## src/core/cos_pkg.sv

```systemverilog
package cos_pkg;
  // Register offsets (management bus command codes)
  localparam logic [7:0] ADDR_ON_OFF_CONFIGURATION = 8'h02;
  localparam logic [7:0] ADDR_OUTPUT_VOLTAGE_SETPOINT = 8'h21;
  localparam logic [7:0] ADDR_OVERCURRENT_FAULT_LIMIT = 8'h46;
  localparam logic [7:0] ADDR_OVERTEMP_FAULT_LIMIT = 8'h4f;
  localparam logic [7:0] ADDR_OVERTEMP_WARNING_LIMIT = 8'h51;
  localparam logic [7:0] ADDR_GOOD_ON_THRESHOLD = 8'h5e;
  localparam logic [7:0] ADDR_GOOD_OFF_THRESHOLD = 8'h5f;
  localparam logic [7:0] ADDR_TURN_ON_WAIT_TIME = 8'h60;
  localparam logic [7:0] ADDR_RISE_RAMP_TIME = 8'h61;
  localparam logic [7:0] ADDR_TURN_OFF_WAIT_TIME = 8'h64;
  localparam logic [7:0] ADDR_FALL_RAMP_TIME = 8'h65;
  localparam logic [7:0] ADDR_PREBIAS_SINK_TIME_LIMIT = 8'h66;
  localparam logic [7:0] ADDR_TEMPERATURE_READOUT = 8'h8d;
  localparam logic [7:0] ADDR_STATUS_WORD = 8'h79;
  localparam logic [7:0] ADDR_GOOD_POLARITY_SELECT = 8'hd0;
  localparam logic [7:0] ADDR_BUS_ADDRESS_OFFSET = 8'hee;
  localparam logic [7:0] ADDR_HEADER_PIN_FUNCTION = 8'hf9;
  // Field positions and codes
  localparam int ONOFF_SOFT_STOP_BIT = 0;
  localparam int STATUS_GOOD_N_BIT = 11;
  localparam int STATUS_FAULT_BIT = 0;
  localparam logic [7:0] POL_ACTIVE_LOW = 8'h00;
  localparam logic [7:0] POL_ACTIVE_HIGH = 8'h01;
  localparam logic [7:0] PIN_PUSH_PULL = 8'h04;
  localparam logic [7:0] PIN_OPEN_DRAIN = 8'h06;
  // Reset values, voltages in millivolt units, times in ms
  localparam logic [15:0] RST_SETPOINT = 16'h2f44;   // 12100 mV
  localparam logic [15:0] RST_VOUT_MAX = 16'h36b0;   // 14000 mV
  localparam logic [15:0] RST_VOUT_MIN = 16'h1f40;   // 8000 mV
  localparam logic [15:0] RST_GOOD_ON = 16'h1f40;    // 8 V
  localparam logic [15:0] RST_GOOD_OFF = 16'h1388;   // 5 V
  localparam logic [15:0] RST_RISE_MS = 16'h000a;    // 10 ms
  localparam logic [15:0] RST_TON_MS = 16'h0000;
  localparam logic [15:0] RST_TON_PARALLEL_MS = 16'h00c8; // 200 ms
  localparam logic [15:0] RST_TOFF_MS = 16'h0000;
  localparam logic [15:0] RST_FALL_MS = 16'h000a;
  localparam logic [15:0] RST_SINK_MS = 16'h000a;
  localparam logic [15:0] RST_OC_LIMIT = 16'h00c8;
  localparam logic [15:0] RST_OT_FAULT = 16'h007d;
  localparam logic [15:0] RST_OT_WARN = 16'h0073;
  localparam logic [7:0] RST_ON_OFF = 8'h00;
  localparam logic [7:0] RST_POLARITY = 8'h00;
  localparam logic [7:0] RST_PIN_FUNC = 8'h04;
  localparam logic [7:0] RST_ADDR_OFFSET = 8'h00;
  // Timing
  localparam int CLK_MHZ = 100;
  localparam int MS_CYCLES = 1000 * CLK_MHZ;
  localparam int BOOT_MS = 30;
  localparam int BOOT_CYCLES = BOOT_MS * MS_CYCLES;
  localparam int VIN_RESPONSE_US = 100;
  localparam int VIN_RESPONSE_CYCLES = VIN_RESPONSE_US * CLK_MHZ;
  localparam int MARGIN_PCT = 10;
  localparam int OVP_PCT = 17;
  localparam int PCT_SHIFT = 7;   // margin/ovp fractions in 1/128 units
  localparam logic [15:0] MARGIN_FRAC = 16'h000d;  // 13/128 ~ 10%
  localparam logic [15:0] OVP_FRAC = 16'h0016;     // 22/128 ~ 17%
  localparam logic [15:0] GOOD_TOL = 16'h0064;     // 100 mV window
  localparam logic [15:0] SHARE_STEP = 16'h0001;
  typedef enum logic [2:0] {
    ST_OFF, ST_TON_WAIT, ST_RISE, ST_REGULATE, ST_TOFF_WAIT, ST_FALL, ST_FAULT_WAIT
  } cos_state_t;
endpackage : cos_pkg

```

## src/core/cos_sequencer.sv

```systemverilog
// Function
// Margin shifts setpoint ten percent up/down
// Changed setpoint clamps margin levels to limits
// Default rise ramp takes 10 ms
// Power-up start adds 30 ms boot
// Turn-on delay precedes rise ramp
// Turn-off delay precedes fall ramp
// Parallel units use 200 ms turn-on delay
// No start while start-critical fault present
// Soft-stop off by default, fall configurable
// Pre-bias below target: no sink, ramp up
// Pre-bias above target: sink limited time
// Load balance trims toward shared current
// Load balance inactive until regulating
// Overtemp retries; no start above warning
// Every start waits temperature below warning
// Input voltage faults answered within 100 us
// Output overvolt 17% above, auto re-enable
// Overcurrent shuts down, restarts automatically
// Good output inactive in ramp, thresholds
// Polarity select: 00 low, 01 high
// Pin function selects push-pull or open drain
// Status good flag: in tolerance, no fault
// Host pulls enable active to turn on
// Sequencer state machine with seven states
`timescale 1ns/1ps
`default_nettype none
module cos_sequencer
  import cos_pkg::*;
#(
  parameter int BOOT_CYC = BOOT_CYCLES,
  parameter int MS_CYC = MS_CYCLES,
  parameter int VIN_RESP_CYC = VIN_RESPONSE_CYCLES,
  parameter bit PARALLEL_UNIT = 1'b0
) (
  input wire logic clk, // 100 MHz
  input wire logic rst_n, // Sync reset, low active
  input wire logic input_power_applied, // Reset came from input power-up
  input wire logic primary_enable_input, // High = on (already decoded)
  input wire logic reg_wr, // Register write strobe
  input wire logic reg_rd, // Register read strobe
  input wire logic [7:0] reg_addr, // Command code
  input wire logic [15:0] reg_wdata, // Write data
  output logic [15:0] reg_rdata, // Read data
  output logic reg_rvalid, // Read data valid pulse
  input wire logic margin_high, // Margin up request
  input wire logic margin_low, // Margin down request
  input wire logic active_load_balance, // Active share mode
  input wire logic [15:0] vout_meas, // Measured output
  input wire logic [15:0] iout_meas, // Measured output current
  input wire logic [15:0] share_bus_current, // Shared bus current
  input wire logic [15:0] temperature, // Temperature readout
  input wire logic vin_over, // Input overvoltage level
  input wire logic vin_under, // Input undervoltage level
  output logic [15:0] vout_target, // Setpoint to regulator
  output logic regulate_en, // Regulation running
  output logic sink_allowed, // Sync rectifier may sink
  output logic output_good_out, // Good pin level
  output logic output_good_oe, // Good pin drive enable
  output logic fault_active // Any fault latched
);
  cos_state_t state, next_state;
  logic [7:0] on_off_configuration, good_polarity_select, header_pin_function;
  logic [7:0] bus_address_offset;
  logic [15:0] output_voltage_setpoint, overcurrent_fault_limit, overtemp_fault_limit;
  logic [15:0] overtemp_warning_limit, good_on_threshold, good_off_threshold;
  logic [15:0] turn_on_wait_time, rise_ramp_time, turn_off_wait_time, fall_ramp_time;
  logic [15:0] prebias_sink_time_limit;
  logic setpoint_changed;
  logic [31:0] timer, boot_cnt, vin_cnt, sink_cnt;
  logic [31:0] ms_cnt;
  logic [15:0] ms_elapsed;
  logic boot_done, vin_fault, ovp_fault, ocp_fault, ot_fault, good_int;
  logic [15:0] ramp_v, trim;
  logic [15:0] margin_target, ovp_level;
  logic start_ok, any_fault, in_tol;

  function automatic logic [15:0] pct_of(input logic [15:0] v, input logic [15:0] frac);
    logic [31:0] p;
    p = 32'(v) * 32'(frac);
    return p[PCT_SHIFT +: 16];
  endfunction : pct_of

  // Register writes
  always_ff @(posedge clk) begin
    if (!rst_n) begin
      on_off_configuration <= RST_ON_OFF;
      output_voltage_setpoint <= RST_SETPOINT;
      overcurrent_fault_limit <= RST_OC_LIMIT;
      overtemp_fault_limit <= RST_OT_FAULT;
      overtemp_warning_limit <= RST_OT_WARN;
      good_on_threshold <= RST_GOOD_ON;
      good_off_threshold <= RST_GOOD_OFF;
      turn_on_wait_time <= PARALLEL_UNIT ? RST_TON_PARALLEL_MS : RST_TON_MS;
      rise_ramp_time <= RST_RISE_MS;
      turn_off_wait_time <= RST_TOFF_MS;
      fall_ramp_time <= RST_FALL_MS;
      prebias_sink_time_limit <= RST_SINK_MS;
      good_polarity_select <= RST_POLARITY;
      header_pin_function <= PARALLEL_UNIT ? PIN_OPEN_DRAIN : RST_PIN_FUNC;
      bus_address_offset <= RST_ADDR_OFFSET;
      setpoint_changed <= 1'b0;
    end else if (reg_wr) begin
      unique case (reg_addr)
        ADDR_ON_OFF_CONFIGURATION: on_off_configuration <= reg_wdata[7:0];
        ADDR_OUTPUT_VOLTAGE_SETPOINT: begin
          output_voltage_setpoint <= reg_wdata;
          setpoint_changed <= 1'b1;
        end
        ADDR_OVERCURRENT_FAULT_LIMIT: overcurrent_fault_limit <= reg_wdata;
        ADDR_OVERTEMP_FAULT_LIMIT: overtemp_fault_limit <= reg_wdata;
        ADDR_OVERTEMP_WARNING_LIMIT: overtemp_warning_limit <= reg_wdata;
        ADDR_GOOD_ON_THRESHOLD: good_on_threshold <= reg_wdata;
        ADDR_GOOD_OFF_THRESHOLD: good_off_threshold <= reg_wdata;
        ADDR_TURN_ON_WAIT_TIME: turn_on_wait_time <= reg_wdata;
        ADDR_RISE_RAMP_TIME: rise_ramp_time <= reg_wdata;
        ADDR_TURN_OFF_WAIT_TIME: turn_off_wait_time <= reg_wdata;
        ADDR_FALL_RAMP_TIME: fall_ramp_time <= reg_wdata;
        ADDR_PREBIAS_SINK_TIME_LIMIT: prebias_sink_time_limit <= reg_wdata;
        ADDR_GOOD_POLARITY_SELECT: good_polarity_select <= reg_wdata[7:0];
        ADDR_BUS_ADDRESS_OFFSET: bus_address_offset <= reg_wdata[7:0];
        ADDR_HEADER_PIN_FUNCTION: header_pin_function <= reg_wdata[7:0];
        default: ;
      endcase
    end
  end

  // Register reads, one cycle latency
  always_ff @(posedge clk) begin
    if (!rst_n) begin
      reg_rdata <= 16'h0000;
      reg_rvalid <= 1'b0;
    end else begin
      reg_rvalid <= reg_rd;
      if (reg_rd) begin
        unique case (reg_addr)
          ADDR_ON_OFF_CONFIGURATION: reg_rdata <= {8'h00, on_off_configuration};
          ADDR_OUTPUT_VOLTAGE_SETPOINT: reg_rdata <= output_voltage_setpoint;
          ADDR_OVERCURRENT_FAULT_LIMIT: reg_rdata <= overcurrent_fault_limit;
          ADDR_OVERTEMP_FAULT_LIMIT: reg_rdata <= overtemp_fault_limit;
          ADDR_OVERTEMP_WARNING_LIMIT: reg_rdata <= overtemp_warning_limit;
          ADDR_GOOD_ON_THRESHOLD: reg_rdata <= good_on_threshold;
          ADDR_GOOD_OFF_THRESHOLD: reg_rdata <= good_off_threshold;
          ADDR_TURN_ON_WAIT_TIME: reg_rdata <= turn_on_wait_time;
          ADDR_RISE_RAMP_TIME: reg_rdata <= rise_ramp_time;
          ADDR_TURN_OFF_WAIT_TIME: reg_rdata <= turn_off_wait_time;
          ADDR_FALL_RAMP_TIME: reg_rdata <= fall_ramp_time;
          ADDR_PREBIAS_SINK_TIME_LIMIT: reg_rdata <= prebias_sink_time_limit;
          ADDR_TEMPERATURE_READOUT: reg_rdata <= temperature;
          ADDR_STATUS_WORD: begin
            reg_rdata <= 16'h0000;
            reg_rdata[STATUS_GOOD_N_BIT] <= ~(good_int && in_tol);
            reg_rdata[STATUS_FAULT_BIT] <= any_fault;
          end
          ADDR_GOOD_POLARITY_SELECT: reg_rdata <= {8'h00, good_polarity_select};
          ADDR_BUS_ADDRESS_OFFSET: reg_rdata <= {8'h00, bus_address_offset};
          ADDR_HEADER_PIN_FUNCTION: reg_rdata <= {8'h00, header_pin_function};
          default: reg_rdata <= 16'h0000;
        endcase
      end
    end
  end

  // Boot interval after input power-up
  always_ff @(posedge clk) begin
    if (!rst_n) begin
      boot_cnt <= 32'h0;
      boot_done <= 1'b0;
    end else if (!boot_done) begin
      if (!input_power_applied || boot_cnt >= 32'(BOOT_CYC - 1)) begin
        boot_done <= 1'b1;
      end else begin
        boot_cnt <= boot_cnt + 32'h1;
      end
    end
  end

  // Input voltage fault qualified within response time
  always_ff @(posedge clk) begin
    if (!rst_n) begin
      vin_cnt <= 32'h0;
      vin_fault <= 1'b0;
    end else if (vin_over || vin_under) begin
      if (vin_cnt >= 32'(VIN_RESP_CYC - 1)) begin
        vin_fault <= 1'b1;
      end else begin
        vin_cnt <= vin_cnt + 32'h1;
        vin_fault <= vin_fault;
      end
    end else begin
      vin_cnt <= 32'h0;
      vin_fault <= 1'b0;
    end
  end

  // Protection levels; overvolt and overcurrent clear when the condition goes away, overtemp only below the warning limit
  always_comb begin
    ovp_level = output_voltage_setpoint + pct_of(output_voltage_setpoint, OVP_FRAC);
  end
  always_ff @(posedge clk) begin
    if (!rst_n) begin
      ovp_fault <= 1'b0;
      ocp_fault <= 1'b0;
      ot_fault <= 1'b0;
    end else begin
      ovp_fault <= vout_meas > ovp_level;
      ocp_fault <= iout_meas > overcurrent_fault_limit;
      if (temperature >= overtemp_fault_limit) begin
        ot_fault <= 1'b1;
      end else if (temperature < overtemp_warning_limit) begin
        ot_fault <= 1'b0;
      end
    end
  end
  always_comb begin
    any_fault = vin_fault || ovp_fault || ocp_fault || ot_fault;
    start_ok = boot_done && !any_fault && !vin_over && !vin_under
      && temperature < overtemp_warning_limit;
    in_tol = (vout_meas > vout_target ? vout_meas - vout_target
      : vout_target - vout_meas) <= GOOD_TOL;
  end

  // Margin target with clamping
  always_comb begin
    margin_target = output_voltage_setpoint;
    if (margin_high) begin
      margin_target = output_voltage_setpoint + pct_of(output_voltage_setpoint, MARGIN_FRAC);
      if (setpoint_changed && margin_target > RST_VOUT_MAX) begin
        margin_target = RST_VOUT_MAX;
      end
    end else if (margin_low) begin
      margin_target = output_voltage_setpoint - pct_of(output_voltage_setpoint, MARGIN_FRAC);
      if (setpoint_changed && margin_target < RST_VOUT_MIN) begin
        margin_target = RST_VOUT_MIN;
      end
    end
  end

  // Millisecond tick and state timer
  always_ff @(posedge clk) begin
    if (!rst_n || state != next_state) begin
      ms_cnt <= 32'h0;
      ms_elapsed <= 16'h0;
    end else if (ms_cnt >= 32'(MS_CYC - 1)) begin
      ms_cnt <= 32'h0;
      ms_elapsed <= ms_elapsed + 16'h1;
    end else begin
      ms_cnt <= ms_cnt + 32'h1;
    end
  end
  always_comb begin
    timer = 32'(ms_elapsed);
  end

  // Sequencer
  always_comb begin
    next_state = state;
    unique case (state)
      ST_OFF: if (primary_enable_input && start_ok) next_state = ST_TON_WAIT;
      ST_TON_WAIT: begin
        if (any_fault) next_state = ST_FAULT_WAIT;
        else if (!primary_enable_input) next_state = ST_OFF;
        else if (timer >= 32'(turn_on_wait_time)) next_state = ST_RISE;
      end
      ST_RISE: begin
        if (any_fault) next_state = ST_FAULT_WAIT;
        else if (!primary_enable_input) next_state = ST_TOFF_WAIT;
        else if (ramp_v == margin_target) next_state = ST_REGULATE;
      end
      ST_REGULATE: begin
        if (any_fault) next_state = ST_FAULT_WAIT;
        else if (!primary_enable_input) next_state = ST_TOFF_WAIT;
      end
      ST_TOFF_WAIT: begin
        if (any_fault) next_state = ST_FAULT_WAIT;
        else if (timer >= 32'(turn_off_wait_time)) begin
          next_state = on_off_configuration[ONOFF_SOFT_STOP_BIT] ? ST_FALL : ST_OFF;
        end
      end
      ST_FALL: begin
        if (any_fault) next_state = ST_FAULT_WAIT;
        else if (ramp_v == 16'h0000) next_state = ST_OFF;
      end
      ST_FAULT_WAIT: if (start_ok) next_state = ST_OFF;
    endcase
  end
  always_ff @(posedge clk) begin
    if (!rst_n) state <= ST_OFF;
    else state <= next_state;
  end

  // Ramp generator: one step per ms, size from target and ramp time
  always_ff @(posedge clk) begin
    logic [15:0] step;
    step = (rise_ramp_time == 16'h0) ? margin_target : margin_target / rise_ramp_time;
    if (step == 16'h0) step = 16'h1;
    if (!rst_n) begin
      ramp_v <= 16'h0;
      sink_cnt <= 32'h0;
      sink_allowed <= 1'b0;
    end else begin
      if (state == ST_TON_WAIT) begin
        ramp_v <= vout_meas;
        sink_cnt <= 32'h0;
        sink_allowed <= 1'b0;
      end else if (state == ST_RISE) begin
        if (ramp_v > margin_target) begin
          sink_cnt <= sink_cnt + 32'h1;
          sink_allowed <= sink_cnt < 32'(prebias_sink_time_limit) * 32'(MS_CYC);
        end else begin
          sink_allowed <= 1'b0;
        end
        if (ms_cnt == 32'h0 && ms_elapsed != 16'h0) begin
          if (ramp_v < margin_target) begin
            ramp_v <= (margin_target - ramp_v > step) ? ramp_v + step : margin_target;
          end else if (ramp_v > margin_target) begin
            ramp_v <= (ramp_v - margin_target > step) ? ramp_v - step : margin_target;
          end
        end
      end else if (state == ST_REGULATE) begin
        ramp_v <= margin_target;
        sink_allowed <= 1'b1;
      end else if (state == ST_FALL) begin
        sink_allowed <= 1'b1;
        if (ms_cnt == 32'h0 && ms_elapsed != 16'h0) begin
          ramp_v <= (ramp_v > fall_ramp_step(ramp_v, fall_ramp_time)) ?
            ramp_v - fall_ramp_step(ramp_v, fall_ramp_time) : 16'h0;
        end
      end else if (state != ST_TOFF_WAIT) begin
        ramp_v <= 16'h0;
        sink_allowed <= 1'b0;
      end
    end
  end

  function automatic logic [15:0] fall_ramp_step(input logic [15:0] v, input logic [15:0] t);
    logic [15:0] s;
    s = (t == 16'h0) ? v : output_voltage_setpoint / t;
    return (s == 16'h0) ? 16'h1 : s;
  endfunction : fall_ramp_step

  // Load balance trim only while regulating
  always_ff @(posedge clk) begin
    if (!rst_n || state != ST_REGULATE || !active_load_balance) begin
      trim <= 16'h0;
    end else if (ms_cnt == 32'h0) begin
      if (iout_meas < share_bus_current) trim <= trim + SHARE_STEP;
      else if (iout_meas > share_bus_current) trim <= trim - SHARE_STEP;
    end
  end

  // Outputs and good indication
  always_ff @(posedge clk) begin
    if (!rst_n) begin
      good_int <= 1'b0;
      vout_target <= 16'h0;
      regulate_en <= 1'b0;
      fault_active <= 1'b0;
      output_good_out <= 1'b0;
      output_good_oe <= 1'b1;
    end else begin
      if (state != ST_REGULATE || any_fault) good_int <= 1'b0;
      else if (vout_meas > good_on_threshold) good_int <= 1'b1;
      else if (vout_meas < good_off_threshold) good_int <= 1'b0;
      vout_target <= ramp_v + trim;
      regulate_en <= state == ST_RISE || state == ST_REGULATE
        || state == ST_TOFF_WAIT || state == ST_FALL;
      fault_active <= any_fault;
      if (header_pin_function == PIN_OPEN_DRAIN) begin
        output_good_out <= 1'b0;
        output_good_oe <= (good_polarity_select == POL_ACTIVE_HIGH) ? !good_int : good_int;
      end else begin
        output_good_out <= (good_polarity_select == POL_ACTIVE_HIGH) ? good_int : !good_int;
        output_good_oe <= 1'b1;
      end
    end
  end
endmodule : cos_sequencer
`default_nettype wire

```

## config.mk

```make
export PLATFORM = sky130hd
export DESIGN_NAME = cos_sequencer
export DESIGN_NICKNAME = d
export VERILOG_FILES = /design/src/core/cos_pkg.sv /design/src/core/cos_sequencer.sv
export SDC_FILE = /design/constraint.sdc
export NUM_CORES = 2
export LEC_CHECK = 0
export BUFFER_PORTS_ARGS = -buffer_cell sky130_fd_sc_hd__buf_2
export CAP_MARGIN = 0
export CORE_MARGIN = 2
export CORE_UTILIZATION = 45
export CTS_CLUSTER_DIAMETER = 150
export DETAILED_ROUTE_END_ITERATION = 16
export PLACE_DENSITY = 0.7
export SLEW_MARGIN = 25
export SYNTH_ARGS = -nofsm -noshare
export SYNTH_HDL_FRONTEND = slang
export SYNTH_SLANG_ARGS = --single-unit
```

## constraint.sdc

```tcl
create_clock -name clk -period 95.7 [get_ports clk]
set_input_delay 9.57 -clock clk [delete_from_list [all_inputs] [get_ports clk]]
set_output_delay 9.57 -clock clk [all_outputs]
set_load 0.01 [all_outputs]
```

==> impl_metrics.tcl <==
set metrics [dict create \
    synth_top_area_cell "ha_1" \
    worst-setup-path-type "input pin to register" \
    crit_slowest_cell "nor2_1" \
    clkLatencyLatePin_ns 0.61 \
    cts_buffers 45 \
    clock-sinks 432 \
    min_period_over_period 0.479 \
    synthCells 6417 \
    antenna_found_initial 7 \
    routed_wirelength_mm 164 \
    ys_seq_area_frac 0.176 \
    synth_area_leaders "ha_1 (22%), dfxtp_1 (18%), a21oi_1 (5.4%), nand2_1 (5.0%), inv_1 (4.8%)" \
    cp_top_family "compound AO/OA/AOI/OAI gates" \
    clock_path_buffers 3 \
    coreArea_mm2 0.108 \
    skew_ns 0.0469 \
    htree_levels 2 \
    synthesis.area_mm2 0.0490 \
    async_reset_ff_frac 0 \
    synth.area.mux_share 0.0191 \
    synth_fa_ha_area_frac 0.248 \
    hold_viol 0 \
    dr_total_vias 47764 \
    crit_required_ns 96.14 \
    synth_area_per_cell_um2 7.64 \
    clock.fmax_ghz 0.0218 \
    synth.most_common_cell "ha_1" \
    crit_fanout 20 \
    cp_data_arrival_time_ns 46.28 \
    synth_top_family_by_area "adder cells" \
    drive_gt1_frac 0.0657 \
    synth_edf_count 0 \
    dr.pass1.iters 6 \
    grt_max_degree 146 \
    setup_viol 0 \
    relSlewSlack 0.274 \
    cts_resized 0 \
    cts_tree "done" \
    maxCapViolCount 0 \
    rsz0062_at_grt "no" \
    critPathMaxStageDelay_ns 0.68 \
    grt_pass1_wl_mm 255 \
    overflow 0 \
    yosysWarnings 0 \
    post-route-util 0.488 \
    drc 0 \
    instances_no_fill 7916 \
    synth_common_cells "ha_1 (848), nand2_1 (650), inv_1 (624)" \
    cts_setup_buffers 0 \
    ys_ff_latch 432 \
    cts_root_buf "clkbuf_16" \
    area_growth_pct 7.92 \
    worst_pin_slew_ns 1.08 \
    start_kind "input pin" \
    ys_types 98 \
    die_width_um 334 \
    yosysTopAreaCellShare 0.216 \
    portBuffers 136 \
    grt_usage 0.285 \
    gp_congestion 0.997 \
    status "completed" \
    floorplan.io_pins 137 \
    place_inst 7833 \
    finalSetupTns_ns 0 \
    finalCriticalPeriod_ns 45.84 \
    maxSlewViolCount 0 \
    hpwl_mm 128 \
    start_util 0.452 \
    crit_path_end_kind "register" \
    cts_hold_buf 0 \
    synth_compound_area_frac 0.236 \
    synth-simple-area-share 0.198 \
    num_rows 121 \
    hold_class "register to register" \
    wire_per_inst_um 20.7 \
    final_nets 7490 \
    vias_per_cell 6.03 \
    drt_iter0_drc 4373 \
    drtAntennaViolNets 0 \
    crit_buf_inv 11 \
    synth_xor_area_frac 0.0572 \
    grt_pass1_vias 45312 \
    clkSlewWorstSetupHoldPaths_ns 0.06 \
    synth_ff_type "dfxtp_1" \
    die_area_mm2 0.112 \
    path_common_cell "o21a_1" \
    die_h_um 334 \
]
## registers in the layout (all words and copies together) (netlist names), 16 cells and up
name	flops
boot_cnt	32
overtemp_fault_limit	16
vin_cnt	32
ms_cnt	32
overtemp_warning_limit	16
fall_ramp_time	16
output_voltage_setpoint	16
rise_ramp_time	16
turn_off_wait_time	16
ms_elapsed	16
prebias_sink_time_limit	16
overcurrent_fault_limit	16
sink_cnt	32
good_off_threshold	16
reg_rdata	16
turn_on_wait_time	16
good_on_threshold	16
trim	16
vout_target	16
ramp_v	16
## worst reg2reg max path: cells and delay by family, from the launching register on
family	cells	cell delay (ns)
flip-flops	1	0.30
XOR/XNOR	2	0.27
AND/OR/NAND/NOR	31	7.46
buffers and inverters	13	2.02
AO/OA/AOI/OAI	118	24.32
adder cells (fa/ha/maj)	21	6.56
multiplexers	5	1.53
## per-layer routing
metal | vias up | routed length [µm] | global-route usage
met5 | - | 0 | 0
met1 | 22441 | 68200 | 0.369
met4 | 0 | 9780 | 0.154
met3 | 395 | 13800 | 0.0422
met2 | 1946 | 71800 | 0.456
li1 | 22982 | - | -
## final timing paths
| check | start | endpoint | slack (ns) | cells past startpoint |
|---|---|---|---|---|
| setup reg to reg | output_voltage_setpoint[1]$_SDFFE_PN0P_ | ramp_v[10]$_SDFFE_PN0P_ | 53.04 | 190 |
| hold reg to reg | vin_cnt[15]$_SDFFE_PN0N_ | vin_cnt[15]$_SDFFE_PN0N_ | 0.45 | 1 |
| hold / removal | vin_cnt[15]$_SDFFE_PN0N_ | vin_cnt[15]$_SDFFE_PN0N_ | 0.45 | 1 |
| setup / recovery | margin_high | ramp_v[10]$_SDFFE_PN0P_ | 49.87 | 166 |
## cell usage in the layout, fill, tap and decap left out, types with 55 or more instances in the layout
cell      synthesis  final
dfxtp_1         432    432
and2_1           60     62
a21o_1          182    182
ha_1            848    848
nor2b_1          57     57
a31oi_1          55     55
nand4_1          95     95
a21oi_1         532    531
inv_1           624    624
buf_2             3    136
nand2b_1         65     65
nand3_1         168    168
xnor2_1         194    194
nor2_1          473    473
buf_4             0     76
fa_1             77     77
xor2_1          126    126
o21ai_0         248    247
nor3_1          196    193
o211ai_1         67     67
nand2_1         650    650
or3_1            80     80
o21a_1          162    162
## metrics by stage
step	hold slack (ns)	area, µm²	setup slack [ns]
finish	0.454	52900	49.87
global route	0.462	52900	46.38
CTS	0.454	52900	50.32
detailed placement	0.441	51400	49.81
global placement	0.434	51400	50.82
floorplan	0.420	49100	53.19
## cell type report
type | count | area [µm²]
fill | 10572 | 55500
multi-input combinational | 5146 | 37300
sequential | 432 | 8650
inverter | 629 | 2370
tap | 1414 | 1770
clock buffer | 62 | 1300
timing repair buffer | 212 | 1250
clock inverter | 16 | 239
antenna | 5 | 12.5
## logic make-up (layout without fill, tap and decap cells)
group | Yosys count | after routing
other | 1 | 20
DFF | 432 | 432
adders and majority gates | 925 | 925
xor gates and xnor gates | 320 | 320
muxes | 87 | 87
AOI/OAI and AO/OA | 1749 | 1749
and+or+nand+nor | 2050 | 2050
buffers and inverters | 853 | 919
Power is left out: the tool's default activity adds up to more than one toggle a clock period on the data nets, which glitch-free logic cannot reach.
